## src/rtl/sensor_window_blanking_defines.svh

```systemverilog
// Offsets, field widths, reset values and limits of the window/blanking bank
// Function
// - Frame-synced registers apply pending writes at frame start unless hold bit set
// - Frame start is first dark row, by default eight rows before frame_valid
// - Non-synced settings are stored and used at once; here they reach the outputs one edge late
// - Masked-bad-frame writes suppress the resulting frame unless bad frames shown
// - Row start is 11 bits, first image row; values below 8 avoided
// - Column start is 11 bits, first image column; below 0x18 avoided
// - Window height sets image rows per frame, resets to 0x400
// - Window width sets image columns per row, resets to 0x500
// - Context bit 0 set selects 11-bit context-B horizontal blanking
// - Horizontal blanking below minimum uses minimum: 202 full, 114 low power
// - Context bit 1 set selects 15-bit context-B vertical blanking, reset 0x2a
// - Vertical blanking change never marks a bad frame
// - Context bit 0 clear uses context-A horizontal blanking
`ifndef SENSOR_WINDOW_BLANKING_DEFINES_SVH
`define SENSOR_WINDOW_BLANKING_DEFINES_SVH

`define SWB_ADDR_CHIP_VERSION   8'h00
`define SWB_ADDR_FIRST_ROW      8'h01
`define SWB_ADDR_FIRST_COLUMN   8'h02
`define SWB_ADDR_WINDOW_ROWS    8'h03
`define SWB_ADDR_WINDOW_COLUMNS 8'h04
`define SWB_ADDR_HBLANK_B       8'h05
`define SWB_ADDR_VBLANK_B       8'h06

`define SWB_WIN_W               11
`define SWB_VBLANK_W            15

`define SWB_RST_FIRST_ROW       11'h00c
`define SWB_RST_FIRST_COLUMN    11'h01e
`define SWB_RST_WINDOW_ROWS     11'h400
`define SWB_RST_WINDOW_COLUMNS  11'h500
`define SWB_RST_HBLANK_B        11'h184
`define SWB_RST_VBLANK_B        15'h002a

`define SWB_HBLANK_MIN_FULL     11'h0ca
`define SWB_HBLANK_MIN_LOW      11'h072
`define SWB_DARK_ROW_LEAD       8'h08

`endif

```

## src/rtl/sensor_window_blanking_pkg.sv

```systemverilog
// Types shared by the window/blanking register bank
package sensor_window_blanking_pkg;
    typedef logic [15:0] reg_word_t;
    typedef logic [7:0]  reg_addr_t;
    typedef logic [10:0] win_field_t;
    typedef logic [14:0] vblank_field_t;
endpackage

```

## src/rtl/sensor_window_blanking_regs.sv

```systemverilog
// Window and context-B blanking registers with frame-start shadowing
`timescale 1ns/1ps
`default_nettype none
`include "sensor_window_blanking_defines.svh"

module sensor_window_blanking_regs #(
    parameter logic [15:0] CHIP_VERSION = 16'h5a01 // Arbitrary identity value
) (
    input  wire logic                                       clk,             // 20 MHz
    input  wire logic                                       rst_n,           // Sync reset
    input  wire sensor_window_blanking_pkg::reg_addr_t      reg_addr,        // Register number
    input  wire logic                                       reg_wr,          // Write strobe
    input  wire sensor_window_blanking_pkg::reg_word_t      reg_wdata,       // Write data
    input  wire logic                                       reg_rd,          // Read strobe
    output logic                                            reg_rvalid,      // Read data valid
    output sensor_window_blanking_pkg::reg_word_t           reg_rdata,       // Read data
    input  wire logic                                       frame_start,     // First dark row pulse
    input  wire logic                                       sync_hold,       // Synchronize-changes bit
    input  wire logic                                       hblank_ctx_b,    // Context select bit 0
    input  wire logic                                       vblank_ctx_b,    // Context select bit 1
    input  wire sensor_window_blanking_pkg::win_field_t     hblank_a,        // Context-A hblank
    input  wire sensor_window_blanking_pkg::vblank_field_t  vblank_a,        // Context-A vblank
    input  wire logic                                       low_power,       // Low-power readout
    input  wire logic                                       show_bad_frames, // Let bad frames out
    output sensor_window_blanking_pkg::win_field_t          first_row,       // Active row start
    output sensor_window_blanking_pkg::win_field_t          first_column,    // Active column start
    output sensor_window_blanking_pkg::win_field_t          window_rows,     // Active height
    output sensor_window_blanking_pkg::win_field_t          window_columns,  // Active width
    output sensor_window_blanking_pkg::win_field_t          hblank_used,     // Effective hblank
    output sensor_window_blanking_pkg::vblank_field_t       vblank_used,     // Effective vblank
    output logic                                            suppress_frame,  // Drop current frame
    output logic                                            masked_bad_frame_flag // Bad frame pending
);

    // Timing: a write lands in the pending copy at the next edge and reads
    // back from there; the active copy and the registered data outputs move
    // one edge after a frame start with the hold bit clear. Context select,
    // the context-A values and the power mode reach the outputs one edge
    // late as well, the price of keeping every data output in a flip-flop.

    // Index of each shadowed register in the pending/active arrays
    localparam int N_SYNC = 6;
    localparam int I_ROW  = 0;
    localparam int I_COL  = 1;
    localparam int I_HGT  = 2;
    localparam int I_WID  = 3;
    localparam int I_HBB  = 4;
    localparam int I_VBB  = 5;

    // Registers whose change may disturb a frame; vertical blanking is not one
    localparam logic [N_SYNC-1:0] BAD_MASK = 6'b01_1111;

    function automatic sensor_window_blanking_pkg::win_field_t clamp_hblank(
        input sensor_window_blanking_pkg::win_field_t val,
        input logic                                   lp
    );
        sensor_window_blanking_pkg::win_field_t min_v;
        min_v = lp ? `SWB_HBLANK_MIN_LOW : `SWB_HBLANK_MIN_FULL;
        return (val < min_v) ? min_v : val;
    endfunction

    function automatic int addr_index(
        input sensor_window_blanking_pkg::reg_addr_t a
    );
        int idx;
        idx = -1;
        case (a)
            `SWB_ADDR_FIRST_ROW:      idx = I_ROW;
            `SWB_ADDR_FIRST_COLUMN:   idx = I_COL;
            `SWB_ADDR_WINDOW_ROWS:    idx = I_HGT;
            `SWB_ADDR_WINDOW_COLUMNS: idx = I_WID;
            `SWB_ADDR_HBLANK_B:       idx = I_HBB;
            `SWB_ADDR_VBLANK_B:       idx = I_VBB;
            default:                  idx = -1;
        endcase
        return idx;
    endfunction

    function automatic sensor_window_blanking_pkg::reg_word_t reset_value(
        input int idx
    );
        sensor_window_blanking_pkg::reg_word_t v;
        v = 16'h0000;
        case (idx)
            I_ROW:   v = {5'h00, `SWB_RST_FIRST_ROW};
            I_COL:   v = {5'h00, `SWB_RST_FIRST_COLUMN};
            I_HGT:   v = {5'h00, `SWB_RST_WINDOW_ROWS};
            I_WID:   v = {5'h00, `SWB_RST_WINDOW_COLUMNS};
            I_HBB:   v = {5'h00, `SWB_RST_HBLANK_B};
            I_VBB:   v = {1'b0, `SWB_RST_VBLANK_B};
            default: v = 16'h0000;
        endcase
        return v;
    endfunction

    // Field width mask: upper bits of every shadowed register read back as zero
    function automatic sensor_window_blanking_pkg::reg_word_t field_mask(
        input int idx
    );
        return (idx == I_VBB) ? 16'h7fff : 16'h07ff;
    endfunction

    // Only the six shadowed registers accept writes
    function automatic logic mapped(
        input int idx
    );
        return idx >= 0;
    endfunction

    sensor_window_blanking_pkg::reg_word_t pend_q   [N_SYNC];
    sensor_window_blanking_pkg::reg_word_t pend_d   [N_SYNC];
    sensor_window_blanking_pkg::reg_word_t act_q    [N_SYNC];
    sensor_window_blanking_pkg::reg_word_t act_d    [N_SYNC];
    logic [N_SYNC-1:0]                     dirty_q;
    logic [N_SYNC-1:0]                     dirty_d;
    logic                                  bad_q;
    logic                                  bad_d;
    logic                                  rvalid_q;
    logic                                  rvalid_d;
    sensor_window_blanking_pkg::reg_word_t rdata_q;
    sensor_window_blanking_pkg::reg_word_t rdata_d;
    logic [N_SYNC-1:0]                     write_hit;

    // Registered data outputs
    sensor_window_blanking_pkg::win_field_t    hblank_sel;
    sensor_window_blanking_pkg::win_field_t    hblank_q;
    sensor_window_blanking_pkg::win_field_t    hblank_d;
    sensor_window_blanking_pkg::vblank_field_t vblank_q;
    sensor_window_blanking_pkg::vblank_field_t vblank_d;
    logic                                      suppress_q;
    logic                                      suppress_d;

    logic                                  transfer;
    int                                    wr_idx;
    int                                    rd_idx;

    // Frame start marks the first dark row, not the rise of frame_valid
    assign transfer = frame_start && !sync_hold;

    assign wr_idx = addr_index(reg_addr);
    assign rd_idx = addr_index(reg_addr);

    always_comb
    begin
        write_hit = '0;
        if (reg_wr && mapped(wr_idx))
        begin
            write_hit[wr_idx] = 1'b1;
        end
    end

    // Shadow group: pending copies take writes, active copies take frames
    always_comb
    begin
        for (int i = 0; i < N_SYNC; i++)
        begin
            pend_d[i] = pend_q[i];
            act_d[i]  = act_q[i];
        end
        if (transfer)
        begin
            for (int i = 0; i < N_SYNC; i++)
            begin
                act_d[i] = pend_q[i];
            end
        end
        // A write in the transfer cycle stays pending for the next frame
        if (reg_wr && mapped(wr_idx))
        begin
            pend_d[wr_idx] = reg_wdata & field_mask(wr_idx);
        end
    end

    // Bad-frame group: masked writes since the last transfer
    always_comb
    begin
        dirty_d = dirty_q;
        bad_d   = bad_q;
        if (transfer)
        begin
            // A frame started after a masked change may carry mixed rows
            bad_d   = |(dirty_q & BAD_MASK);
            dirty_d = '0;
        end
        // Set wins over the clear: the write belongs to the next frame
        dirty_d = dirty_d | write_hit;
    end

    always_comb
    begin
        rvalid_d = reg_rd;
        rdata_d  = rdata_q;
        if (reg_rd)
        begin
            if (reg_addr == `SWB_ADDR_CHIP_VERSION)
                rdata_d = CHIP_VERSION;
            else if (rd_idx >= 0)
                rdata_d = pend_q[rd_idx];
            else
                rdata_d = 16'h0000;
        end
    end

    // Shadow registers
    always_ff @(posedge clk)
    begin
        if (!rst_n)
        begin
            for (int i = 0; i < N_SYNC; i++)
            begin
                pend_q[i] <= reset_value(i);
                act_q[i]  <= reset_value(i);
            end
        end
        else
        begin
            for (int i = 0; i < N_SYNC; i++)
            begin
                pend_q[i] <= pend_d[i];
                act_q[i]  <= act_d[i];
            end
        end
    end

    // Flag registers
    always_ff @(posedge clk)
    begin
        if (!rst_n)
        begin
            dirty_q <= '0;
            bad_q   <= 1'b0;
        end
        else
        begin
            dirty_q <= dirty_d;
            bad_q   <= bad_d;
        end
    end

    // Read registers
    always_ff @(posedge clk)
    begin
        if (!rst_n)
        begin
            rvalid_q <= 1'b0;
            rdata_q  <= 16'h0000;
        end
        else
        begin
            rvalid_q <= rvalid_d;
            rdata_q  <= rdata_d;
        end
    end

    // Output group: follows the next active copy so a transfer shows at once
    always_comb
    begin
        // Context select is not shadowed: a flip shows at the next edge
        if (hblank_ctx_b)
        begin
            hblank_sel = act_d[I_HBB][10:0];
        end
        else
        begin
            hblank_sel = hblank_a;
        end
        // The minimum applies in either context
        hblank_d = clamp_hblank(hblank_sel, low_power);
        // Software must keep this at least the dark row count; not checked
        if (vblank_ctx_b)
        begin
            vblank_d = act_d[I_VBB][14:0];
        end
        else
        begin
            vblank_d = vblank_a;
        end
        suppress_d = bad_d && !show_bad_frames;
    end

    // Registered outputs cost one cycle of latency on the context inputs
    always_ff @(posedge clk)
    begin
        hblank_q <= hblank_d;
        vblank_q <= vblank_d;
        if (!rst_n)
        begin
            suppress_q <= 1'b0;
        end
        else
        begin
            suppress_q <= suppress_d;
        end
    end

    assign reg_rvalid     = rvalid_q;
    assign reg_rdata      = rdata_q;
    assign first_row      = act_q[I_ROW][10:0];
    assign first_column   = act_q[I_COL][10:0];
    assign window_rows    = act_q[I_HGT][10:0];
    assign window_columns = act_q[I_WID][10:0];

    assign hblank_used           = hblank_q;
    assign vblank_used           = vblank_q;
    assign masked_bad_frame_flag = bad_q;
    assign suppress_frame        = suppress_q;

endmodule
`default_nettype wire

```

## config.mk

```make
export PLATFORM = sky130hd
export DESIGN_NAME = sensor_window_blanking_regs
export DESIGN_NICKNAME = d
export VERILOG_FILES = /design/src/rtl/sensor_window_blanking_pkg.sv /design/src/rtl/sensor_window_blanking_regs.sv
export VERILOG_INCLUDE_DIRS = /design/src /design/src/rtl
export SDC_FILE = /design/constraint.sdc
export NUM_CORES = 1
export LEC_CHECK = 0
export ABC_AREA = 1
export BUFFER_PORTS_ARGS = -buffer_cell sky130_fd_sc_hd__buf_2
export CORE_UTILIZATION = 44
export DETAILED_ROUTE_END_ITERATION = 10
export PLACE_DENSITY = 0.71
export SETUP_SLACK_MARGIN = 0.5
export SYNTH_ARGS = -nofsm -noshare
export SYNTH_HDL_FRONTEND = slang
export SYNTH_SLANG_ARGS = --single-unit
```

## constraint.sdc

```tcl
create_clock -name clk -period 2.1 [get_ports clk]
set_input_delay 0.315 -clock clk [delete_from_list [all_inputs] [get_ports clk]]
set_output_delay 0.315 -clock clk [all_outputs]
set_load 0.01 [all_outputs]
```

### Word-level counts from Yosys, hierarchy flattened

Memory sizes are Yosys's and may differ from the RTL's.
Index checks and enable logic that the tools add are counted.

| storage, ports and cells | value |
|---|---|
| register bits after elaboration | 51 |
| memory bits (writable) | 192 |
| input bits | 60 |
| output and inout port bits | 89 |
| logic and storage cells | 84 |
| memories kept | 2 |

| cells by class | value |
|---|---|
| order comparisons | 6 |
| equal/unequal tests | 7 |
| muxes and demuxes | 38 |
| bitwise operators | 15 |
| reductions and logical operators | 9 |

Memory list:

| name | depth | width | read ports | clocked after Yosys merged registers in | write ports | RTL line | source |
|---|---|---|---|---|---|---|---|
| act_q | 6 | 16 | 6 | 0 | 6 | sensor_window_blanking_regs.sv:112 | `sensor_window_blanking_pkg::reg_word_t act_q [N_SYNC];` |
| pend_q | 6 | 16 | 7 | 0 | 6 | sensor_window_blanking_regs.sv:110 | `sensor_window_blanking_pkg::reg_word_t pend_q [N_SYNC];` |

Operators with widths:

| operator | number |
|---|---|
| 2-to-1 mux 16 bit | 21 |
| 2-to-1 mux 96 bit | 2 |
| case mux 32 bit (6 select lines) | 1 |
| bitwise mux 96 bit | 1 |
| greater-or-equal comparator 32 x 1 -> 1 bit, second input constant | 2 |
| demux 16 bit (select 3 bit) | 1 |
| equality test 32 x 4 -> 1 bit, second input constant | 1 |
| greater-or-equal comparator 32 x 4 -> 1 bit, second input constant | 1 |
| less-than comparator 32 x 1 -> 1 bit, second input constant | 1 |
| less-than comparator 32 x 5 -> 1 bit, second input constant | 1 |
| inverter 32 bit | 1 |
| 2-to-1 mux 15 bit | 2 |
| equality test 8 x 3 -> 1 bit, second input constant | 3 |
| 2-to-1 mux 11 bit | 2 |
| AND 16 x 15 -> 16 bit | 1 |
| equality test 8 x 2 -> 1 bit, second input constant | 2 |
| 2-to-1 mux 6 bit | 2 |
| bitwise OR 1 bit | 12 |
| less-than comparator 11 x 8 -> 1 bit | 1 |
| equality test 8 x 1 -> 1 bit, second input constant | 1 |
| logical NOT 8 bit | 1 |
| 2-to-1 mux 8 bit | 1 |
| bitwise OR 6 bit | 1 |
| logical AND 1 bit | 5 |
| other kinds (4) | 8 |

### Depth between registers and ports, before layout

| logic depth | value |
|---|---|
| word-level depth | 10 |
| gate-level depth with buffers | 14 |
| gate-level depth less buffers | 13 |

### Least setup slack after synthesis

OpenSTA, ideal clock, no wires.

| path | value |
|---|---|
| path kind | input -> register |
| start point | in sync_hold |
| end point | reg hblank_q[2] (netlist: hblank_used[2]) |
| library setup time | 0.119 ns |
| data arrival time | 2.005 ns |
| data required time | 1.981 ns |
| setup slack | -0.024 ns |
| cell stages on the path | 13 |
| buffers on the path | 1 |
| path through | inv_1 > nand2_1 > inv_1 > clkbuf_1 > o21ai_0 > o21ai_0 > ha_1 > a21oi_1 > o21ai_0 > nand2_1 > nand3_1 > inv_1 > nor2_1 |

| on the way | value |
|---|---|
| word-level cells in the longest chain between the ends | 6 |

RTL lines:

| what | RTL line | source |
|---|---|---|
| start: declaration | sensor_window_blanking_regs.sv:18 | `input wire logic sync_hold,` |
| logical NOT 1 bit * | sensor_window_blanking_regs.sv:138 | `assign transfer = frame_start && !sync_hold;` |
| logical AND 1 bit * | sensor_window_blanking_regs.sv:138 |  |
| 2-to-1 mux 96 bit * | sensor_window_blanking_regs.sv:160 | `if (transfer)` |
| 2-to-1 mux 11 bit * | sensor_window_blanking_regs.sv:259 | `if (hblank_ctx_b)` |
| less-than comparator 11 x 8 -> 1 bit | sensor_window_blanking_regs.sv:59 | `return (val < min_v) ? min_v : val;` |
| 2-to-1 mux 11 bit * | sensor_window_blanking_regs.sv:59 |  |
| end signal: assignment | sensor_window_blanking_regs.sv:284 | `hblank_q <= hblank_d;` |
| end: declaration | sensor_window_blanking_regs.sv:126 | `sensor_window_blanking_pkg::win_field_t hblank_q;` |

Every way passes the cells marked *; elsewhere a longest branch is shown, timed or not.
A chain may end at the register's enable or synchronous reset.

==> impl_metrics.json <==
{
  "fill_cells": 1907,
  "wire_per_inst_um": 16.2,
  "seq_area_frac_synth": 0.471,
  "via_per_inst": 5.19,
  "area_delta_synth_final_pct": 22.0,
  "ios": 149,
  "firstDrtPassIters": 6,
  "placed_area_um2": 9680,
  "maxCapViolCount": 0,
  "dp_slack_ns": -0.0227,
  "fin_crit_ns": 1.68,
  "port_buffers": 146,
  "drt_iter0_markers": 787,
  "place.gp.congestion": 0.935,
  "rows": 51,
  "cts.sinks": 209,
  "clk_pin_slew_ns": 0.07,
  "power.density_nw_per_um2": 878,
  "overflow": 0,
  "gr-usage-all-layers": 0.252,
  "grt_pass1_wl_um": 40600,
  "leakage_uw": 0.00489,
  "clock_latency_ns": 0.51,
  "slew_viol_final": 0,
  "crit_type": "flop to flop",
  "vias": 8239,
  "drive_gt1_frac": 0.239,
  "antenna_found_initial": 0,
  "path_cells": "inv_2 -> nand2_2 -> o21ai_2 -> o21ai_2 -> buf_4 -> buf_4 -> buf_4 -> buf_4 -> buf_4 -> buf_4 -> buf_4 -> nand2_1 -> nand2_1",
  "initial_core_util": 0.452,
  "coreArea_um2": 19700,
  "netlist_area_um2": 8890,
  "finalCritPeriodShare": 0.801,
  "irDropWorstVdd_mv": 0.568,
  "relSlewSlack": 0.543,
  "die-area_um2": 20800,
  "synth_flop_cell": "dfxtp_1",
  "ys_async_sr_fraction": 0,
  "critPathRequiredTime_ns": 2.51,
  "final_common_cell": "nand2_1",
  "die-width_um": 144,
  "synth_warnings": 0,
  "fmax_mhz": 594,
  "antenna_left": 0,
  "setup_viol": 0,
  "hold_viol_final": 0,
  "rsz0062_at_grt": "true",
  "postLayoutSetupSlackWorst_ns": 0.418,
  "tritoncts": "built",
  "finalInstanceArea_um2": 10800,
  "fin_nets": 1372,
  "critical_path.most_common_cell": "buf_4",
  "avgSynthCellArea_um2": 7.50,
  "dp_hpwl_um": 18100,
  "synthCells": 1186,
  "grt_pass1_vias": 7638,
  "drt_wl_total_um": 25800,
  "mostFrequentLayoutCells": "nand2_1, dfxtp_1, buf_2",
  "finalClockSkew_ns": 0.00913,
  "tightest_slew_ns": 0.685,
  "path_max_fanout": 3,
  "ys_seq_elements": 209,
  "worstSetupEndpointType": "flop",
  "post-route-util": 0.552,
  "post-route-drc-count": 0,
  "max-clock-path-buffers": 3,
  "die_y_um": 144,
  "diodes": 0,
  "numCtsBuffers": 22,
  "crit_path_max_incr_delay_ns": 0.32,
  "status": "finished clean",
  "htreeDepth": 1,
  "crit_path_start_kind": "flop",
  "synth_edf_count": 0,
  "grt_max_degree": 72,
  "cp_top_family": "buffers and inverters",
  "cts_root_buf": "clkbuf_16",
  "crit_slowest_cell": "dfxtp_2",
  "finalSetupTns_ns": 0,
  "timing.critical_path.buf_inv": 8,
  "min_path_type": "input pin to flop",
  "cp.arrival_ns": 2.09,
  "syn_nets": 1250,
  "yosysUniqueCellTypes": 38
}
==> metal layers <==
layer / vias to the layer above / track usage / routed length [µm]
met4: 0 / 0.0942 / 828
met3: 67 / 0.0371 / 1890
met5: - / 0 / 0
met2: 310 / 0.408 / 11900
met1: 3808 / 0.339 / 11200
li1: 4054 / - / -
==> cell usage after synthesis (3+ instances only) <==
cell | count | share of area
a21oi_1 | 78 | 0.044
buf_2 | 18 | 0.010
buf_4 | 48 | 0.041
buf_6 | 4 | 0.0051
clkbuf_1 | 41 | 0.017
dfxtp_1 | 209 | 0.47
ha_1 | 4 | 0.0056
inv_1 | 76 | 0.032
inv_2 | 8 | 0.0034
mux2i_1 | 3 | 0.0034
nand2_1 | 280 | 0.12
nand2_2 | 9 | 0.0063
nand2_4 | 3 | 0.0038
nand3_1 | 40 | 0.023
nand4_1 | 3 | 0.0021
nor2_1 | 145 | 0.061
nor3_1 | 12 | 0.0068
o2111ai_1 | 23 | 0.023
o211ai_1 | 19 | 0.016
o21ai_0 | 127 | 0.071
o21ai_1 | 9 | 0.0051
or2_2 | 4 | 0.0028
==> stage by stage <==
stage               std cells  total power [µW]  hold slack, ns
finish                   1589              9520          0.0170
global route             1589              9850          0.0256
CTS                      1587              9570         0.00402
detailed placement       1525              4930           0.425
global placement         1525              4920           0.422
floorplan                1186              4690           0.394
==> what timing repair did <==
item	in CTS	in global routing
setup buffers	13	2
setup endpoints to repair	8	19
hold buffers	9	0
resized for setup	18	10
endpoints found under the hold margin	9	0
pin swaps	10	10
==> logic make-up after synthesis <==
group,synth area share
other,0.000422
multiplexers,0.00338
flip-flops,0.471
adder cells (fa/ha/maj),0.00563
AO/OA/AOI/OAI,0.168
AND/OR/NAND/NOR,0.241
buffers and inverters,0.111
==> state kept, by name, indices dropped and copies added, names as in the netlist <==
register,cells
dirty_q,5
suppress_frame,1
pend_q,90
hblank_used,11
masked_bad_frame_flag,1
act_q,70
reg_rvalid,1
reg_rdata,15
vblank_used,15
==> worst min-delay path, stage by stage <==
cell and delay [ns]:
buf_2 0.07, nand2_1 0.04, o21ai_0 0.06
==> report_power, final <==
part	total (µW)	leakage, µW	switching, µW	internal [µW]
clock network	4600	0.000433	1620	2980
logic	790	0.00275	496	295
registers	4130	0.00171	42.4	4090
==> final cells by class <==
cell class / count / area (µm²) / area share
clock buffer: 32 / 678 / 0.0625
clock inverter: 8 / 205 / 0.0189
inverter: 86 / 345 / 0.0318
multi-input combinational: 778 / 3850 / 0.355
sequential: 209 / 4190 / 0.386
tap: 265 / 332 / 0.0306
timing repair buffer: 211 / 1250 / 0.116
==> worst paths after layout <==
check,from,to,slack (ns),cells after the start
hold reg to reg,pend_q[4][11],pend_q[4][11],0.44,2
setup reg to reg,pend_q[4][5],hblank_used[5],0.42,13
setup / recovery,pend_q[4][5],hblank_used[5],0.42,13
hold / removal,vblank_a[3],vblank_used[3],0.02,3
Note: power is estimated with default switching activity, not from simulation.
